## src/cie_pkg.sv

```systemverilog
// constants shared by the interrupt enable and response unit
// assumes a single pclk domain and an apb register port
package cie_pkg;

    // ------------------------------------------------------------
    // fixed restart targets and acknowledge wait counts
    // ------------------------------------------------------------
    localparam logic [15:0] NMI_VECTOR = 16'h0066;
    localparam logic [15:0] MODE1_VECTOR = 16'h0038;
    localparam logic [1:0] INT_WAIT_STATES = 2'h2;
    localparam logic [1:0] NO_WAIT_STATES = 2'h0;

    // ------------------------------------------------------------
    // maskable response modes
    // ------------------------------------------------------------
    typedef enum logic [1:0] {
        CIE_MODE0 = 2'h0,
        CIE_MODE1 = 2'h1,
        CIE_MODE2 = 2'h2
    } cie_mode_e;
    localparam logic [1:0] MODE_RESET = 2'h0;

    // ------------------------------------------------------------
    // register map (byte addresses)
    // ------------------------------------------------------------
    localparam int ADDR_W = 12;
    localparam logic [11:0] ADDR_CTRL = 12'h000;
    localparam logic [11:0] ADDR_STATUS = 12'h004;
    localparam int CTRL_MODE_LSB = 0;
    localparam int STAT_LIVE_BIT = 0;
    localparam int STAT_SAVED_BIT = 1;
    localparam int STAT_NMI_PEND_BIT = 2;
    localparam int STAT_EI_HOLD_BIT = 3;
    localparam int STAT_MODE_LSB = 4;
    localparam logic [31:0] RDATA_ZERO = 32'h0000_0000;

endpackage : cie_pkg

```

## src/cie_unit.sv

```systemverilog
// interrupt enable flip-flops and interrupt acceptance for an 8-bit cpu core
// assumes the core gives decoded instruction pulses at least one cycle before
// the instruction boundary pulse, and software reaches ctrl/status over apb
//
// The implementer's own choices: the APB interface to the registers and the register offsets.
`timescale 1ns/1ps
`default_nettype none

module cie_unit (
    input wire logic pclk,                  // cpu clock, 100 MHz
    input wire logic presetn,               // async reset, active low
    input wire logic psel,                  // apb select
    input wire logic penable,               // apb access phase
    input wire logic pwrite,                // apb direction
    input wire logic [11:0] paddr,          // apb byte address
    input wire logic [31:0] pwdata,         // apb write data
    output logic [31:0] prdata,             // apb read data
    output logic pready,                    // apb ready
    output logic pslverr,                   // apb error, unmapped address
    input wire logic nmi_n,                 // non-maskable request pin
    input wire logic int_n,                 // maskable request pin, wired-or
    input wire logic instr_boundary,        // end of instruction pulse
    input wire logic exec_irq_enable,       // enable instruction executed
    input wire logic exec_irq_mask,         // mask instruction executed
    input wire logic exec_load_acc_vb,      // load acc from vector base
    input wire logic exec_load_acc_rf,      // load acc from refresh
    input wire logic exec_return_from_nonmaskable,             // return from non-maskable
    input wire logic exec_set_mode,         // mode select instruction
    input wire logic [1:0] exec_mode,       // mode carried by it
    input wire logic [7:0] vector_base,     // vector base register
    input wire logic [7:0] periph_vector,   // byte read in acknowledge
    output logic irq_enable_live,           // live enable flip-flop
    output logic irq_enable_saved,          // saved enable flip-flop
    output logic parity_load,               // pulse: write parity flag
    output logic parity_value,              // value for parity flag
    output logic nmi_accept,                // pulse: nmi accepted
    output logic int_accept,                // pulse: maskable accepted
    output logic discard_fetch,             // pulse: drop next fetch
    output logic push_pc,                   // pulse: push program counter
    output logic jump_valid,                // pulse: jump_addr valid
    output logic [15:0] jump_addr,          // restart target
    output logic table_valid,               // pulse: mode 2 pointer valid
    output logic [15:0] table_ptr,          // mode 2 table pointer
    output logic bus_instr,                 // pulse: run instruction from bus
    output logic [1:0] wait_states,         // extra acknowledge waits
    output logic [1:0] int_mode             // current maskable mode
);

    // ------------------------------------------------------------
    // pin synchronisers and nmi edge latch
    // ------------------------------------------------------------
    logic nmi_meta, nmi_sync, nmi_prev;
    logic int_meta, int_sync;
    logic nmi_pending;
    logic ei_hold;
    logic take_nmi, take_int, nmi_edge;

    always_ff @(posedge pclk or negedge presetn)
    begin
        if (!presetn)
        begin
            nmi_meta <= 1'b1;
            nmi_sync <= 1'b1;
            nmi_prev <= 1'b1;
            int_meta <= 1'b1;
            int_sync <= 1'b1;
        end
        else
        begin
            nmi_meta <= nmi_n;
            nmi_sync <= nmi_meta;
            nmi_prev <= nmi_sync;
            int_meta <= int_n;
            int_sync <= int_meta;
        end
    end

    assign nmi_edge = nmi_prev & ~nmi_sync;
    // nmi outranks int; enable state never gates nmi
    assign take_nmi = instr_boundary & nmi_pending;
    assign take_int = instr_boundary & ~take_nmi & ~int_sync & irq_enable_live
                      & ~ei_hold & ~exec_irq_enable;

    // short pulses survive until the next boundary; a new edge beats the clear
    always_ff @(posedge pclk or negedge presetn)
    begin
        if (!presetn)
            nmi_pending <= 1'b0;
        else if (nmi_edge)
            nmi_pending <= 1'b1;
        else if (take_nmi)
            nmi_pending <= 1'b0;
    end

    // one-instruction hold-off after the enable instruction
    always_ff @(posedge pclk or negedge presetn)
    begin
        if (!presetn)
            ei_hold <= 1'b0;
        else if (exec_irq_enable)
            ei_hold <= 1'b1;
        else if (instr_boundary)
            ei_hold <= 1'b0;
    end

    // ------------------------------------------------------------
    // enable flip-flops
    // ------------------------------------------------------------
    always_ff @(posedge pclk or negedge presetn)
    begin
        if (!presetn)
        begin
            irq_enable_live <= 1'b0;
            irq_enable_saved <= 1'b0;
        end
        else if (take_nmi)
            irq_enable_live <= 1'b0;
        else if (take_int)
        begin
            irq_enable_live <= 1'b0;
            irq_enable_saved <= 1'b0;
        end
        else if (exec_irq_enable)
        begin
            irq_enable_live <= 1'b1;
            irq_enable_saved <= 1'b1;
        end
        else if (exec_irq_mask)
        begin
            irq_enable_live <= 1'b0;
            irq_enable_saved <= 1'b0;
        end
        else if (exec_return_from_nonmaskable)
            irq_enable_live <= irq_enable_saved;
    end

    always_ff @(posedge pclk or negedge presetn)
    begin
        if (!presetn)
        begin
            parity_load <= 1'b0;
            parity_value <= 1'b0;
        end
        else
        begin
            parity_load <= exec_load_acc_vb | exec_load_acc_rf;
            if (exec_load_acc_vb | exec_load_acc_rf)
                parity_value <= irq_enable_saved;
        end
    end

    // ------------------------------------------------------------
    // response mode, instruction beats software on a tie
    // ------------------------------------------------------------
    logic apb_write;
    assign apb_write = psel & penable & pready & pwrite;
    always_ff @(posedge pclk or negedge presetn)
    begin
        if (!presetn)
            int_mode <= cie_pkg::MODE_RESET;
        else if (exec_set_mode)
            int_mode <= exec_mode;
        else if (apb_write && paddr == cie_pkg::ADDR_CTRL)
            int_mode <= pwdata[cie_pkg::CTRL_MODE_LSB +: 2];
    end

    // ------------------------------------------------------------
    // response outputs
    // ------------------------------------------------------------
    always_ff @(posedge pclk or negedge presetn)
    begin
        if (!presetn)
        begin
            nmi_accept <= 1'b0;
            int_accept <= 1'b0;
            discard_fetch <= 1'b0;
            push_pc <= 1'b0;
            jump_valid <= 1'b0;
            jump_addr <= cie_pkg::NMI_VECTOR;
            table_valid <= 1'b0;
            table_ptr <= 16'h0000;
            bus_instr <= 1'b0;
            wait_states <= cie_pkg::NO_WAIT_STATES;
        end
        else
        begin
            nmi_accept <= take_nmi;
            int_accept <= take_int;
            discard_fetch <= take_nmi;
            push_pc <= take_nmi | (take_int && int_mode != cie_pkg::CIE_MODE0);
            jump_valid <= 1'b0;
            table_valid <= 1'b0;
            bus_instr <= 1'b0;
            if (take_nmi)
            begin
                jump_valid <= 1'b1;
                jump_addr <= cie_pkg::NMI_VECTOR;
                wait_states <= cie_pkg::NO_WAIT_STATES;
            end
            else if (take_int)
            begin
                wait_states <= cie_pkg::INT_WAIT_STATES;
                if (int_mode == cie_pkg::CIE_MODE1)
                begin
                    jump_valid <= 1'b1;
                    jump_addr <= cie_pkg::MODE1_VECTOR;
                end
                else if (int_mode == cie_pkg::CIE_MODE2)
                begin
                    table_valid <= 1'b1;
                    table_ptr <= {vector_base, periph_vector[7:1], 1'b0};
                end
                else
                    bus_instr <= 1'b1;
            end
        end
    end

    // ------------------------------------------------------------
    // apb slave, one wait-free access phase
    // ------------------------------------------------------------
    logic addr_ok;
    assign addr_ok = (paddr == cie_pkg::ADDR_CTRL) || (paddr == cie_pkg::ADDR_STATUS);
    always_ff @(posedge pclk or negedge presetn)
    begin
        if (!presetn)
        begin
            pready <= 1'b0;
            pslverr <= 1'b0;
            prdata <= cie_pkg::RDATA_ZERO;
        end
        else
        begin
            pready <= psel & ~penable;
            pslverr <= psel & ~penable & ~addr_ok;
            prdata <= cie_pkg::RDATA_ZERO;
            if (psel && !penable && !pwrite)
            begin
                if (paddr == cie_pkg::ADDR_CTRL)
                    prdata[cie_pkg::CTRL_MODE_LSB +: 2] <= int_mode;
                else if (paddr == cie_pkg::ADDR_STATUS)
                begin
                    prdata[cie_pkg::STAT_LIVE_BIT] <= irq_enable_live;
                    prdata[cie_pkg::STAT_SAVED_BIT] <= irq_enable_saved;
                    prdata[cie_pkg::STAT_NMI_PEND_BIT] <= nmi_pending;
                    prdata[cie_pkg::STAT_EI_HOLD_BIT] <= ei_hold;
                    prdata[cie_pkg::STAT_MODE_LSB +: 2] <= int_mode;
                end
            end
        end
    end
endmodule : cie_unit

`default_nettype wire

```

## config.mk

```make
export PLATFORM = sky130hd
export DESIGN_NAME = cie_unit
export DESIGN_NICKNAME = d
export VERILOG_FILES = /design/src/cie_pkg.sv /design/src/cie_unit.sv
export SDC_FILE = /design/constraint.sdc
export NUM_CORES = 1
export LEC_CHECK = 0
export BUFFER_PORTS_ARGS = -buffer_cell sky130_fd_sc_hd__buf_2
export CAP_MARGIN = 20
export CORE_MARGIN = 10
export CORE_UTILIZATION = 43
export DETAILED_ROUTE_END_ITERATION = 6
export PLACE_DENSITY = 0.85
export SLEW_MARGIN = 20
export SYNTH_ARGS = -nofsm -noshare
export SYNTH_HDL_FRONTEND = slang
export SYNTH_SLANG_ARGS = --single-unit
```

## constraint.sdc

```tcl
create_clock -name pclk -period 2.9 [get_ports pclk]
set_input_delay 0.145 -clock pclk [delete_from_list [all_inputs] [get_ports pclk]]
set_output_delay 0.145 -clock pclk [all_outputs]
set_load 0.02 [all_outputs]
```

==> results.md <==
- Vias: 1,372
- Yosys reg bits: 45
- Fmax: 606 MHz
- Setup crit end kind: register
- # setup viols final: 0
- Initial Util: 0.441
- Global route overflow: 0
- Num CTS Buffers: 5
- Final Cycle Share: 0.569
- Sequential fraction of the synthesis area: 0.544
- Largest family of logic cells by synthesized area: buffers and inverters
- Worst-path maximum fanout: 15
- Simple-gate portion of the synthesized area: 0.103
- Setup TNS Final: 0 ns
- Post-Route Skew: 0.00486 ns
- Final WL: 4.68 mm
- Syn. warnings: 0
- Later-pin clock latency in the skew report: 0.29 ns
- Post-synthesis cell area: 2080 µm²
- P&R area growth vs syn: 20.6%
- Fin util: 0.532
- CP max stage delay: 0.41 ns
- Worst r2r dst: table_ptr[4]
- GRT met3 Usage: 0.0253
- Worst slew margin: 0.375
- Reg2reg setup slack: 1.25 ns
- Register area: 1130 µm²
- Number of buffers and inverters on the critical path: 1
- Iter 0 DRT Violations: 44
- Adder-Cell Fraction of Synth Area: 0.0180
- Vias per std cell: 4.23
- HP Class: input pin to asynchronous set/reset pin
- Least-Margin Pin Slew: ~0.94 ns
- Global-route usage over all layers: 0.110
- First-pass GRT wire length: 6.79 mm
- Failing checks: negative hold slack
- Synth Area in Compound Gates: 0.0385
- DRC Markers: 0
- Root buf cell: clkbuf_8
- Hold Fails Final Rpt: 1
- Synthesized area per cell: about 12 µm²
- Startpoint Class: register
- Layout cells sized above 1: 0.479
- Number of global-route vias before repair: 1,507
- CP arrival: around 1.8 ns
- Reg2reg start: ei_hold
- Final antenna-violating net count: 0
- M1 GR Usage: 0.117
- Full die area: 8030 µm²
- Slew Limit Fails: 0
- Initial antenna violation count: 0
- P_leak: 1.49 nW
- Mux contribution to synthesized area: 0.119
- CP top delay family: simple AND/OR/NAND/NOR gates
- Final-layout fill cell count: 426
- H-tree depth: 2
- IO Port Bufs: 86
- CTS tree: done
- Die W: 89.6 µm
- Nets@finish: 335
- Cell Rows: 25
- Detailed placement HPWL: ~3.8 mm
- CP Data Required Time: ~3.1 ns
- Final instance area: 2510 µm²
- Placed Area: between 2000 and 2500 µm²
- RSZ-0062 raised after global routing: false
- Clock buffer depth: 2
- Outcome: finished with violations
- Post-synthesis xor/xnor area fraction: 0
- Period minus WS final: 1.65 ns
- DR pass1 iterations: 4
- Multi-input logic area: 726 µm²
- Clk slew on worst S/H paths: about 0.08 ns
- Wirelength per Cell: 14.5 µm
- Worst VDD drop: 0.237 mV
- GR Util met2: 0.204
- Die H: 89.6 µm
- Final hold slack: -0.000971 ns
- Distinct cells, synth: 31
- Resized Gates After CTS: 0
- Power Density: 522 nW/µm²
- Cell count after synthesis: roughly 170
- Max cap viols: 0
- Pin count of the biggest net entering global routing: 46
- N_diodes: 0
- Crit-path cells: nor2_1 -> nand4_2 -> clkinv_2 -> nand3b_4 -> mux2_4
- Routability Congestion: just under 0.9
- CTS Sinks: 45
- Worst Path Class, Setup: register to register
- R2R depth: 5
- Core Region: 4720 µm²
- Number of I/O pins: 157
- Critical path's slowest cell: dfrtp_1
- Most Crowded Layer GR: met2
-- report_power, final --
group	total (W)	leakage, nW	internal, W	switching, W
Sequential	0.000693	0.576	0.000669	0.0000246
Combinational	0.000241	0.871	0.0000853	0.000155
Clock	0.000378	0.0445	0.000171	0.000207
Total	0.00131	1.49	0.000925	0.000387
-- timing repair --
action                    in CTS  in global routing
hold endpoints to repair       2                  0
setup buffers                  0                  0
hold buffers                   2                  0
-- area by class of cell --
| cell class | count | share of cell area |
|---|---|---|
| Inverter | 7 | 0.0110 |
| Tap cell | 67 | 0.0334 |
| Clock inverter | 3 | 0.00847 |
| Clock buffer | 5 | 0.0274 |
| Timing Repair Buffer | 88 | 0.179 |
| Sequential cell | 45 | 0.451 |
| Multi-Input combinational cell | 109 | 0.289 |
-- cells in the mapped netlist --
cell type / n / area share
nor3_1: 2 / 0.0048
buf_6: 1 / 0.0054
and2_1: 5 / 0.015
nor4_1: 4 / 0.012
or2_2: 2 / 0.0060
mux2_4: 10 / 0.072
dfrtp_1: 39 / 0.47
a31oi_1: 2 / 0.0060
a21o_1: 2 / 0.0072
o21ai_0: 4 / 0.0096
a22o_1: 2 / 0.0084
nand2b_1: 1 / 0.0030
dfstp_2: 6 / 0.076
nor2_2: 1 / 0.0030
nand2_1: 5 / 0.0090
mux2i_1: 3 / 0.014
nand3b_4: 1 / 0.0096
mux2_2: 6 / 0.032
conb_1: 2 / 0.0036
a21oi_1: 3 / 0.0072
nand4_1: 1 / 0.0030
and3_1: 1 / 0.0030
buf_4: 43 / 0.16
inv_1: 6 / 0.011
nand4_2: 1 / 0.0060
nor4b_2: 1 / 0.0072
nor2_1: 7 / 0.013
nand3_1: 1 / 0.0024
clkinv_2: 1 / 0.0024
ha_1: 3 / 0.018
nor2b_1: 2 / 0.0060
-- cell families (layout without fill, tap and decap cells) --
| family | after synthesis | in the layout |
|---|---|---|
| fa+ha+maj | 3 | 3 |
| mux | 19 | 19 |
| buf+inv | 51 | 103 |
| compound gates | 13 | 13 |
| flops | 45 | 45 |
| other cells | 2 | 39 |
| simple gates | 35 | 35 |
-- through the flow --
| step | hold slack [ns] | cells | worst slack (ns) | total power (W) |
|---|---|---|---|---|
| 2_1_floorplan | -0.151 | 205 | 1.35 | 0.000889 |
| 3_3_place_gp | 0.251 | 314 | 1.31 | 0.000937 |
| 3_5_place_dp | 0.252 | 314 | 1.27 | 0.000944 |
| 4_1_cts | 0.0356 | 324 | 1.23 | 0.00133 |
| 5_1_grt | 0.0661 | 324 | 1.12 | 0.00138 |
| 6_report | -0.000971 | 324 | 1.25 | 0.00131 |
-- placed cells by master, fill, tap and decap left out --
cell type / instances
a21o_1: 2
a21oi_1: 3
a22o_1: 2
a31oi_1: 2
and2_1: 5
and3_1: 1
buf_2: 86
clkbuf_8: 5
clkinv_2: 2
clkinvlp_4: 1
conb_1: 39
dfrtp_1: 39
dfstp_2: 6
dlygate4sd3_1: 2
ha_1: 3
inv_1: 6
inv_6: 1
mux2_2: 6
mux2_4: 10
mux2i_1: 3
nand2_1: 5
nand2b_1: 1
nand3_1: 1
nand3b_4: 1
nand4_1: 1
nand4_2: 1
nor2_1: 7
nor2_2: 1
nor2b_1: 2
nor3_1: 2
nor4_1: 4
nor4b_2: 1
o21ai_0: 4
or2_2: 2
-- layer usage --
metal	part of all wire	routed length, µm
met5	0	0
met4	0.0085	40
met2	0.53	2500
met1	0.37	1740
met3	0.086	402
-- flip-flops by register name, indices dropped and copies added (netlist names) --
name	flops
int_sync	1
parity_load	1
nmi_prev	1
jump_valid	1
int_accept	1
wait_states	1
irq_enable_live	1
int_mode	2
nmi_meta	1
prdata	6
nmi_sync	1
table_ptr	15
push_pc	1
pready	1
nmi_pending	1
parity_value	1
discard_fetch	1
bus_instr	1
table_valid	1
ei_hold	1
pslverr	1
int_meta	1
irq_enable_saved	1
jump_addr	2
-- worst max-delay path by stage --
stage / from / slack, ns / end / depth (start not counted)
global placement: ei_hold / 1.31 / table_ptr[9] / 5
floorplan: int_mode[1] / 1.35 / table_ptr[10] / 5
detailed placement: ei_hold / 1.27 / table_ptr[2] / 5
CTS: ei_hold / 1.23 / table_ptr[4] / 5
global route: ei_hold / 1.12 / table_ptr[4] / 5
finish: ei_hold / 1.25 / table_ptr[4] / 5
Note: power is estimated with default switching activity, not from simulation.
